## config.mk

```make
export PLATFORM = sky130hd
export DESIGN_NAME = flash_write_guard
export DESIGN_NICKNAME = d
export VERILOG_FILES = /design/src/logic/block_range_decode.v /design/src/logic/flash_write_guard.v
export VERILOG_INCLUDE_DIRS = /design/src /design/src/logic
export SDC_FILE = /design/constraint.sdc
export NUM_CORES = 1
export LEC_CHECK = 0
export ABC_AREA = 1
export BUFFER_PORTS_ARGS = -buffer_cell sky130_fd_sc_hd__buf_2
export CAP_MARGIN = 15
export CORE_MARGIN = 4
export CORE_UTILIZATION = 42
export CTS_CLUSTER_SIZE = 28
export DETAILED_ROUTE_END_ITERATION = 7
export PLACE_DENSITY_LB_ADDON = 0.25
export SYNTH_ARGS = -nofsm -noshare
export SYNTH_HDL_FRONTEND = slang
export SYNTH_SLANG_ARGS = --single-unit
export TNS_END_PERCENT = 20
```

## constraint.sdc

```tcl
create_clock -name i_core_clk -period 2.4 [get_ports i_core_clk]
set_input_delay 0.48 -clock i_core_clk [delete_from_list [all_inputs] [get_ports i_core_clk]]
set_output_delay 0.48 -clock i_core_clk [all_outputs]
set_load 0.01 [all_outputs]
```

## src/logic/flash_guard_regs.vh

```
// Purpose: constants for the flash write-protection block
// Assumes: included by bare name
// Notes: commands arrive as decoded bytes with a bit count
`ifndef FLASH_GUARD_REGS_VH
`define FLASH_GUARD_REGS_VH
`define CMD_SET_WRITE_LATCH 8'h06
`define CMD_CLR_WRITE_LATCH 8'h04
`define CMD_WRITE_STATUS 8'h01
`define CMD_PAGE_PROGRAM 8'h02
`define CMD_SECTOR_ERASE 8'h20
`define CMD_BLOCK_ERASE 8'hd8
`define CMD_CHIP_ERASE 8'hc7
`define CMD_DEEP_POWER_DOWN 8'hb9
`define CMD_RELEASE_POWER_DOWN 8'hab
`define CMD_SOFT_RESET 8'h99
`define CMD_ENTER_SECURE 8'hb1
`define CMD_EXIT_SECURE 8'hc1
`define CMD_WRITE_SECURITY 8'h2f
`define BLOCK_ADDR_LSB 16
`define BLOCK_ADDR_MSB 24
`define LAST_BLOCK 9'h1ff
`define LEVEL_ALL 4'ha
`define OTP_SERIAL_LAST 9'h00f
`define OTP_ADDR_MSB 8
`define SEC_FACTORY_BIT 0
`define SEC_CUSTOMER_BIT 1
`define STATE_STANDBY 2'h0
`define STATE_ACTIVE 2'h1
`define STATE_POWER_DOWN 2'h2
`endif

```

## src/logic/block_range_decode.v

```verilog
// Purpose: decide whether a 64K block lies in the read-only area
// Assumes: level and top/bottom select from the status bits
// Notes: purely combinational
`timescale 1ns/10ps
`default_nettype none
`include "flash_guard_regs.vh"
module block_range_decode
(
  input wire [3:0] i_level,
  input wire i_from_bottom,
  input wire [8:0] i_block,
  output reg o_locked
);
  reg [9:0] span;
  // blocks covered: 2^(level-1), zero at level 0
  always @*
  begin
    span = 10'h000;
    if (i_level != 4'h0)
      span = 10'h001 << (i_level - 4'h1);
    if (i_level >= `LEVEL_ALL)
      o_locked = 1'b1;
    else if (i_level == 4'h0)
      o_locked = 1'b0;
    else if (i_from_bottom)
      o_locked = ({1'b0, i_block} < span);
    else
      o_locked = ({1'b0, i_block} >= (10'h200 - span));
  end
endmodule // block_range_decode
`default_nettype wire

```

## src/logic/flash_write_guard.v

```verilog
// Purpose: write-protection guard of a serial NOR flash command path
// Assumes: host front end hands over decoded command, address, bit count
// Notes: grants go to the array engine as one-cycle pulses
// Behaviour
// - reset puts the command state machine in standby, nothing pending.
// - accept a command only if its bit count is whole bytes.
// - data-changing commands ending off a byte boundary are rejected.
// - data changes refused while the write enable latch is clear.
// - memory changes only after a complete valid command finishes.
// - in deep power-down only release, signature and soft reset pass.
// - level bits and top/bottom select mark a read-only area.
// - program and erase both rejected inside the protected area.
// - protection unit is a 64K block, 512 blocks in all.
// - top select 0: level n protects top 2^(n-1) blocks.
// - top select 1: level n protects bottom 2^(n-1) blocks.
// - levels 10 to 15 protect all 512 blocks.
// - hardware mode: protect pin blocks level and status-protect bit writes.
// - protect pin is active low.
// - quad lanes or quad command mode disable hardware mode.
// - a 4K-bit one-time area holds a serial number.
// - security bit 0 shows the factory lock.
// - enter secure, program, exit secure; mode tracked.
// - write-security command sets security bit 1.
// - locks clear only at reset; locked one-time content never altered.
// - secure mode refuses all main array accesses.
// - offsets 000-00f serial number, 010-1ff customer region.
`timescale 1ns/10ps
`default_nettype none
`include "flash_guard_regs.vh"
module flash_write_guard
(
  input wire i_core_clk,
  input wire i_rstn,
  input wire i_cmd_start,
  input wire i_cmd_end,
  input wire [7:0] i_cmd_code,
  input wire [31:0] i_cmd_addr,
  input wire [15:0] i_cmd_bits,
  input wire [7:0] i_status_data,
  input wire i_write_protect_pin_n,
  input wire i_quad_enable,
  input wire i_quad_command_mode,
  input wire i_factory_lock,
  output reg o_program_go,
  output reg o_erase_go,
  output reg o_otp_program_go,
  output reg o_status_write_go,
  output reg o_cmd_reject,
  output reg o_write_enable_latch,
  output reg [3:0] o_protect_level_bits,
  output reg o_top_bottom,
  output reg o_status_protect,
  output reg o_secure_mode,
  output reg [1:0] o_security_bits,
  output reg o_power_down,
  output reg o_hardware_protect_mode,
  output reg [1:0] o_state
);
  // ----------------------------------------------------------
  // protection decode
  // ----------------------------------------------------------
  wire block_locked;
  wire [8:0] target_block;
  // 64K blocks: address bits 24 to 16 pick one of 512
  assign target_block = i_cmd_addr[`BLOCK_ADDR_MSB:`BLOCK_ADDR_LSB];
  block_range_decode u_range
  (
    .i_level(o_protect_level_bits),
    .i_from_bottom(o_top_bottom),
    .i_block(target_block),
    .o_locked(block_locked)
  );
  // hardware mode: pin low, status-protect set, no quad use
  // in quad use the pin carries data, so it cannot guard anything
  wire hw_mode;
  assign hw_mode = o_status_protect & ~i_write_protect_pin_n
    & ~i_quad_enable & ~i_quad_command_mode;
  // ----------------------------------------------------------
  // command classification
  // ----------------------------------------------------------
  wire whole_bytes;
  wire is_program;
  wire is_erase;
  wire is_chip_erase;
  wire is_status_wr;
  wire is_sec_wr;
  wire pd_allowed;
  wire otp_hit_serial;
  wire otp_locked;
  // select rising mid-byte leaves a count that is not a multiple of 8
  assign whole_bytes = (i_cmd_bits[2:0] == 3'h0) && (i_cmd_bits != 16'h0000);
  assign is_program = (i_cmd_code == `CMD_PAGE_PROGRAM);
  assign is_chip_erase = (i_cmd_code == `CMD_CHIP_ERASE);
  assign is_erase = (i_cmd_code == `CMD_SECTOR_ERASE) || (i_cmd_code == `CMD_BLOCK_ERASE)
    || is_chip_erase;
  assign is_status_wr = (i_cmd_code == `CMD_WRITE_STATUS);
  assign is_sec_wr = (i_cmd_code == `CMD_WRITE_SECURITY);
  // release also answers the signature read; soft reset always passes
  assign pd_allowed = (i_cmd_code == `CMD_RELEASE_POWER_DOWN)
    || (i_cmd_code == `CMD_SOFT_RESET);
  // one-time area offsets 000 to 00f hold the serial number
  assign otp_hit_serial = (i_cmd_addr[`OTP_ADDR_MSB:0] <= `OTP_SERIAL_LAST);
  // serial number always locked, factory lock set or not; customer lock guards the rest
  assign otp_locked = otp_hit_serial ? (o_security_bits[`SEC_FACTORY_BIT] | 1'b1)
    : o_security_bits[`SEC_CUSTOMER_BIT];
  // any protected block makes chip erase fail
  wire level_nonzero;
  assign level_nonzero = (o_protect_level_bits != 4'h0);
  // ----------------------------------------------------------
  // evaluation at command end
  // ----------------------------------------------------------
  reg nxt_program;
  reg nxt_erase;
  reg nxt_otp;
  reg nxt_status;
  reg nxt_reject;
  reg nxt_latch;
  reg nxt_secure;
  reg nxt_cust_lock;
  reg nxt_pd;
  reg data_cmd;
  // one verdict per end pulse: a go pulse, a reject or a level change
  // length, power-down and latch checks come first; a failure changes nothing
  always @*
  begin
    nxt_program = 1'b0;
    nxt_erase = 1'b0;
    nxt_otp = 1'b0;
    nxt_status = 1'b0;
    nxt_reject = 1'b0;
    nxt_latch = o_write_enable_latch;
    nxt_secure = o_secure_mode;
    nxt_cust_lock = o_security_bits[`SEC_CUSTOMER_BIT];
    nxt_pd = o_power_down;
    data_cmd = is_program | is_erase | is_status_wr | is_sec_wr;
    if (i_cmd_end)
    begin
      if (!whole_bytes)
        nxt_reject = 1'b1;
      else if (o_power_down && !pd_allowed)
        nxt_reject = 1'b1;
      else if (data_cmd && !o_write_enable_latch)
        nxt_reject = 1'b1;
      else
      begin
        case (i_cmd_code)
          `CMD_SET_WRITE_LATCH: nxt_latch = 1'b1;
          `CMD_CLR_WRITE_LATCH: nxt_latch = 1'b0;
          `CMD_DEEP_POWER_DOWN: nxt_pd = 1'b1;
          `CMD_RELEASE_POWER_DOWN: nxt_pd = 1'b0;
          `CMD_SOFT_RESET:
          begin
            nxt_pd = 1'b0;
            nxt_latch = 1'b0;
            nxt_secure = 1'b0;
          end
          `CMD_ENTER_SECURE: nxt_secure = 1'b1;
          `CMD_EXIT_SECURE: nxt_secure = 1'b0;
          default: nxt_latch = o_write_enable_latch;
        endcase
        if (is_sec_wr)
          nxt_cust_lock = 1'b1;
        if (is_status_wr)
          nxt_status = 1'b1;
        if (is_program && o_secure_mode)
        begin
          if (otp_locked)
            nxt_reject = 1'b1;
          else
            nxt_otp = 1'b1;
        end
        else if (is_erase && o_secure_mode)
          nxt_reject = 1'b1;
        else if (is_program || is_erase)
        begin
          if (block_locked || (is_chip_erase && level_nonzero))
            nxt_reject = 1'b1;
          else if (is_program)
            nxt_program = 1'b1;
          else
            nxt_erase = 1'b1;
        end
        if (data_cmd)
          nxt_latch = 1'b0;
      end
    end
  end
  // ----------------------------------------------------------
  // status bits with hardware protect
  // ----------------------------------------------------------
  reg [3:0] nxt_level;
  reg nxt_tb;
  reg nxt_srp;
  // hardware mode freezes level and protect bit; top/bottom stays writable
  always @*
  begin
    nxt_level = o_protect_level_bits;
    nxt_tb = o_top_bottom;
    nxt_srp = o_status_protect;
    if (nxt_status)
    begin
      nxt_tb = i_status_data[6];
      if (!hw_mode)
      begin
        nxt_level = i_status_data[5:2];
        nxt_srp = i_status_data[7];
      end
    end
  end
  // ----------------------------------------------------------
  // sticky lock bits
  // ----------------------------------------------------------
  // bit 0 is set by the factory pin, bit 1 by the write-security command
  // a lock only ever sets, so no command can reopen a locked area
  wire [1:0] lock_set;
  wire [1:0] nxt_locks;
  assign lock_set = {nxt_cust_lock, i_factory_lock};
  genvar lk;
  generate
    for (lk = 0; lk < 2; lk = lk + 1)
    begin : g_lock
      assign nxt_locks[lk] = o_security_bits[lk] | lock_set[lk];
    end
  endgenerate
  // ----------------------------------------------------------
  // go and reject pulses
  // ----------------------------------------------------------
  // each pulse stands one cycle; a refused command raises only reject
  always @(posedge i_core_clk or negedge i_rstn)
  begin
    if (!i_rstn)
    begin
      o_program_go <= 1'b0;
      o_erase_go <= 1'b0;
      o_otp_program_go <= 1'b0;
      o_status_write_go <= 1'b0;
      o_cmd_reject <= 1'b0;
    end
    else
    begin
      o_program_go <= nxt_program;
      o_erase_go <= nxt_erase;
      o_otp_program_go <= nxt_otp;
      o_status_write_go <= nxt_status;
      o_cmd_reject <= nxt_reject;
    end
  end
  // ----------------------------------------------------------
  // latch, status and mode levels
  // ----------------------------------------------------------
  // levels hold until a command past the length, power-down and latch checks changes them; hardware mode follows the pins and the
  // status-protect bit, and the factory pin sets lock bit 0
  always @(posedge i_core_clk or negedge i_rstn)
  begin
    if (!i_rstn)
    begin
      o_write_enable_latch <= 1'b0;
      o_protect_level_bits <= 4'h0;
      o_top_bottom <= 1'b0;
      o_status_protect <= 1'b0;
      o_secure_mode <= 1'b0;
      o_security_bits <= 2'h0;
      o_power_down <= 1'b0;
      o_hardware_protect_mode <= 1'b0;
    end
    else
    begin
      o_write_enable_latch <= nxt_latch;
      o_protect_level_bits <= nxt_level;
      o_top_bottom <= nxt_tb;
      o_status_protect <= nxt_srp;
      o_secure_mode <= nxt_secure;
      o_security_bits <= nxt_locks;
      o_power_down <= nxt_pd;
      o_hardware_protect_mode <= hw_mode;
    end
  end
  // ----------------------------------------------------------
  // command state machine
  // ----------------------------------------------------------
  // standby between commands; a start while asleep waits in power-down
  always @(posedge i_core_clk or negedge i_rstn)
  begin
    if (!i_rstn)
      o_state <= `STATE_STANDBY;
    else
    begin
      case (o_state)
        `STATE_STANDBY:
          if (i_cmd_start)
            o_state <= o_power_down ? `STATE_POWER_DOWN : `STATE_ACTIVE;
        `STATE_ACTIVE:
          if (i_cmd_end)
            o_state <= `STATE_STANDBY;
        `STATE_POWER_DOWN:
          if (i_cmd_end)
            o_state <= `STATE_STANDBY;
        default: o_state <= `STATE_STANDBY;
      endcase
    end
  end
endmodule // flash_write_guard
`default_nettype wire

```

### Word level (Yosys, flattened, before mapping)

Index checks and enable logic that the tools add are counted.

* register bits after elaboration: 19

* add/subtract/negate cells: 2
* magnitude comparators: 4
* eq/ne operators: 17
* shift operators: 1
* muxes and demuxes: 56
* bitwise operators: 14
* reduce and logical (&&, ||, !) cells: 30

Operators with widths (number)
* $eq A8 B8 Y1 const B: 7
* $mux W1: 48
* $eq A8 B3 Y1 const B: 2
* $eq A8 B6 Y1 const B: 2
* $reduce_bool A16 Y1: 1
* $reduce_and A5 Y1: 3
* $ge A9 B10 Y1: 1
* $lt A9 B10 Y1: 1
* $mux W10: 1
* $shl A1 B4 Y10 const A: 1
* $sub A10 B10 Y10 const A: 1
* $le A9 B4 Y1 const B: 1
* $eq A8 B1 Y1 const B: 1
* $eq A8 B2 Y1 const B: 1
* $reduce_or A2 Y1: 4
* $logic_and A1 B1 Y1: 6
* $mux W2: 3
* $not A1 Y1: 6
* $pmux W1 S2: 3
* $logic_or A1 B1 Y1: 5
* $or A1 B1 Y1: 5
* $ge A4 B4 Y1 const B: 1
* $logic_not A4 Y1: 1
* $pmux W2 S2: 1
* other kinds (13): 18

### Logic depth before layout (Yosys ltp)

* depth after elaboration: 17
* depth in mapped cells: 21
* gate-level depth less buffers: 21

### Cells and area by module

Synthesis repeated with hierarchy kept, for this count alone.

* cells, all modules: 284
* area, all modules: 1916.8 µm²

Modules (own cells, without submodules)
* flash_write_guard: times used 1, cells an instance 165, area an instance 1227.4 µm², seq. area each 475.5 µm²
* block_range_decode: times used 1, cells an instance 119, area an instance 689.4 µm², seq. area each 0.0 µm²

### Least setup slack after synthesis

No wires, ideal clock.

* path type: flip-flop to flip-flop
* start point: reg o_protect_level_bits[3]
* end point: reg o_erase_go
* arrival: 2284 ps
* required time: 2312 ps
* setup slack: 27 ps
* stages on the path, launching flop included: 20
* cell sequence: dfrtp_1 > nor2_4 > nand2_1 > ha_1 > inv_1 > nor2_1 > o21ai_0 > o21ai_0 > ha_1 > nand2_1 > inv_1 > a21oi_1 > nand2_1 > nand2_1 > nand3_1 > nand2_1 > nand3_1 > nand2_1 > nand2_2 > nor3b_1

* word-level cells in the longest chain between the ends: 17

RTL lines
* start: declaration: RTL line flash_write_guard.v:50 `output reg [3:0] o_protect_level_bits,`
* start signal: assignment: RTL line flash_write_guard.v:269 `o_protect_level_bits <= nxt_level;`
* $sub A4 B1 Y4: RTL line block_range_decode.v:20 `span = 10'h001 << (i_level - 4'h1);`
* $shl A1 B4 Y10: RTL line block_range_decode.v:20
* $mux W10: RTL line block_range_decode.v:19 `if (i_level != 4'h0)`
* $sub A10 B10 Y10: RTL line block_range_decode.v:28 `o_locked = ({1'b0, i_block} >= (10'h200 - span));`
* $ge A9 B10 Y1: RTL line block_range_decode.v:28
* $mux W1: RTL line block_range_decode.v:25 `else if (i_from_bottom)`
* $mux W1: RTL line block_range_decode.v:23 `else if (i_level == 4'h0)`
* $mux W1: RTL line block_range_decode.v:21 `` if (i_level >= `LEVEL_ALL) ``
* [... 2 more ...]
* $mux W1 *: RTL line flash_write_guard.v:174 `else if (is_program || is_erase)`
* $mux W1 *: RTL line flash_write_guard.v:172 `else if (is_erase && o_secure_mode)`
* $mux W1 *: RTL line flash_write_guard.v:165 `if (is_program && o_secure_mode)`
* $mux W1 *: RTL line flash_write_guard.v:142 `else if (data_cmd && !o_write_enable_latch)`
* $mux W1 *: RTL line flash_write_guard.v:140 `else if (o_power_down && !pd_allowed)`
* $mux W1 *: RTL line flash_write_guard.v:138 `if (!whole_bytes)`
* $mux W1 *: RTL line flash_write_guard.v:136 `if (i_cmd_end)`
* net nxt_erase: RTL line flash_write_guard.v:113 `reg nxt_erase;`
* end signal: assignment: RTL line flash_write_guard.v:242 `o_erase_go <= nxt_erase;`
* end: declaration: RTL line flash_write_guard.v:45 `output reg o_erase_go,`

Mark *: on every way through the listed nets, which the timed path passes. The rest lies on a longest branch.
A chain may end at the register's enable or synchronous reset.

### Worst setup path in the final report

* start point: reg o_protect_level_bits[1]
* end point: reg o_erase_go

The elaborated chain is that of the path after synthesis.

==> results.txt <==
----------------------------------------------------
[Global routing]
  Via count of the first global-routing pass ... around 1,700
  First-pass GRT wire length ... between 7000 and 8000 µm
  Antenna violations before repair ... 0
  Maximum number of pins on one net before global-route repair ... 20
  Total track usage ... 0.162
  Global route overflow ... 0

[Route]
  Total iterations of the first detailed-routing run ... 5
  Detail-routed net length per standard cell ... ~11 µm
  Vias/cell ... 4.78
  Number of antenna-violating nets in the routed design ... 0
  Detailed-route DRC error count ... 0
  Total number of vias ... 2,004
  Initial DRC Count ... 90
  Overall routed net length ... approximately 4500 µm

[Timing]
  Peak Freq ... about 420 MHz
  Fin worst setup slack ... -1.06 ps
  Part of the cycle the worst path needs ... 1.00
  Final-layout setup total negative slack ... -1.06 ps
  Normalized max-slew margin ... 0.717
  Count of final hold-check violations ... 0
  Unrepaired setup endpoints after global routing ... true
  Worst-margin pin slew ... about 430 ps
  Final setup violation count ... 1
  Post-route minimum period ... ~2400 ps
  Max Transition Viols Final ... 0
  Post-route worst hold slack ... 153 ps
  Final Skew ... about 3.3 ps

[Synthesis]
  Share of the synthesized area in the top cell type ... 0.255
  Unique masters post-synth ... 33
  Synthesized instance count ... between 200 and 300
  Number of nets in the synthesized netlist ... 360
  Flip-flop and latch count after synthesis ... 19
  Area leader, netlist ... dfrtp_1
  Sequential-to-total area share from yosys stat ... 0.255
  Async S/R FF share, synth ... 1.00
  Most used DFF post-synth ... dfrtp_1
  Ranking of synthesized cells by area ... dfrtp_1, ha_1, nand2_1, inv_1, nor2_1
  Syn_area_per_cell ... just under 7 µm²
  Number of enable flip-flop cells after synthesis ... 0
  Warnings, synthesis ... 0
  Synth Cell Area ... approximately 1900 µm²

[Floorplan]
  Die area ... 5580 µm²
  Area of the placeable core ... about 4100 µm²
  Die Y-Extent ... ~75 µm
  Die Width ... 74.7 µm
  Rows ... 23
  Initial Util ... 0.451
  IO Pins ... 91

[Critical path]
  Category of the worst setup path capture point ... flip-flop
  Data arrival time of the critical path ... around 2600 ps
  Data required time of the worst path ... around 2600 ps
  Critical Setup Path Class ... flip-flop to flip-flop
  Nature of the critical path startpoint ... flip-flop
  Worst-path maximum fanout ... 4

[CTS]
  Sinks on Clock Net ... 19
  Clock slew seen by the registers of the worst setup and hold paths ... 80 ps
  Clock tree from TritonCTS ... built
  Worst-case clock buffer depth ... 2
  H-Tree Level Count ... 1
  Number of buffers created by CTS ... 3
  Clock Latency Late Sink ... 250 ps
  Root Buffer Master ... clkbuf_8
  Count of hold buffers inserted by post-cts repair ... 0

[Worst hold path]
  Type of the tightest min-delay check ... input port to asynchronous set/reset pin

[Finish]
  Nets ... 461
  Commonest non-fill, non-tap cells in the layout ... buf_2, nand2_1, inv_1
  Number of fill cells ... 375
  Ant diodes ... 0
  Layout Utilization ... 0.629
  Number of standard cells in the final layout excluding fillers ... between 400 and 500
  Area growth, synth to finish ... 39.5%
  Commonest non-fill, non-tap cell in the layout ... buf_2
  Final std cell area, no fill ... around 2600 µm²
  Share of cells above drive strength 1 ... 0.415

[Placement]
  HPWL after detailed placement ... 3810 µm
  Final RePlAce weighted congestion ... around 0.88
  Port Buf Inserts ... 70
  # placed instances ... 409
  Cell area reported after detailed placement ... between 2000 and 2500 µm²
  Placement-stage worst setup slack ... -97.4 ps

[Flow run]
  Reported max-cap violation count ... 0

[Run status]
  Violations in the final reports ... setup timing
  Status ... finished with violations

[Power and ir drop]
  Power density over the cells ... 290 nW/µm²
  Leakage Power ... 1.45 nW
  Total power of the final layout ... approximately 0.76 mW
  Maximum ir drop on the vdd rail ... between 0.0002 and 0.0003 V

----------------------------------------------------
[report_power, final]
| group | total, mW | internal (mW) | leakage [nW] | switching, mW |
|---|---|---|---|---|
| registers | 0.336 | 0.331 | 0.234 | 0.00486 |
| clock network | 0.224 | 0.115 | 0.0255 | 0.109 |
| logic | 0.195 | 0.0849 | 1.20 | 0.110 |
| total | 0.755 | 0.531 | 1.45 | 0.224 |
[area by class of cell]
cell class / instances / area, µm² / area share
Clock buffer: 3 / 41.3 / 0.0158
Clock inverter: 1 / 5.00 / 0.00192
Inverter: 54 / 205 / 0.0787
Multi-Input combinational cell: 196 / 1260 / 0.484
Sequential cell: 19 / 477 / 0.183
Tap cell: 50 / 62.6 / 0.0240
Timing Repair Buffer: 96 / 553 / 0.212
[critical path, cell delays in order, from the launching register on]
cell and delay, ps:
dfrtp_1 420, inv_2 80, nor2_4 120, nand2_2 80, ha_4 170, inv_4 50
nor2_4 30, o21ai_1 70, o21ai_1 90, ha_1 290, nand2_1 70, inv_1 50
a21oi_2 100, nand2_1 80, nand2_1 60, nand3_1 60, nand2_1 70, nand3_1 60
nand2_1 80, nand2_2 80, nor3b_2 210
[state kept, by name, summed over array words and instances (netlist names)]
register                 count
o_cmd_reject                 1
o_erase_go                   1
o_hardware_protect_mode      1
o_otp_program_go             1
o_power_down                 1
o_program_go                 1
o_protect_level_bits         4
o_secure_mode                1
o_security_bits              2
o_state                      2
o_status_protect             1
o_status_write_go            1
o_top_bottom                 1
o_write_enable_latch         1
[cells in the mapped netlist (all sizes together) (2+ instances only)]
cell type,count
o21ai,14
nand3,20
nor2,40
a21oi,10
a21o,2
nand4,6
nand3b,3
ha,19
nand2,61
nor3b,2
dfrtp,19
nor3,11
nor4,2
inv,54
[layer usage]
| metal | wire length (µm) | vias up | part of all wire | global-route usage |
|---|---|---|---|---|
| met4 | 0 | 0 | 0 | 0.0296 |
| met2 | 1980 | 67 | 0.44 | 0.250 |
| met1 | 2150 | 872 | 0.48 | 0.241 |
| li1 | - | 1065 | - | - |
| met3 | 352 | 0 | 0.079 | 0.0240 |
| met5 | 0 | - | 0 | 0 |
[cell families after synthesis]
family	after synthesis	synth area share
AOI/OAI and AO/OA	30	0.0918
xor gates and xnor gates	1	0.00469
adders and majority gates	19	0.127
buffers and inverters	54	0.109
DFF	19	0.255
and+or+nand+nor	146	0.413
[path summary, 6_finish.rpt]
| path | from | endpoint | slack (ps) | depth (start not counted) |
|---|---|---|---|---|
| worst max register to register | o_protect_level_bits[1] | o_erase_go | -1 | 20 |
| min in group i_core_clk | i_quad_command_mode | o_hardware_protect_mode | 380 | 2 |
| worst max-delay path | o_protect_level_bits[1] | o_erase_go | -1 | 20 |
| worst min register to register | o_security_bits[0] | o_security_bits[0] | 460 | 1 |
| worst min-delay path | i_rstn | o_status_write_go | 150 | 1 |
| max in group asynchronous | i_rstn | o_protect_level_bits[0] | 1930 | 1 |
[what timing repair did]
action / 4_1_cts / 5_1_grt
pin swaps: 0 / 14
buffers inserted: 2 / 4
gates resized for setup: 4 / 23
setup endpoints to repair: 3 / 3
(Power assumes the default switching activity.)
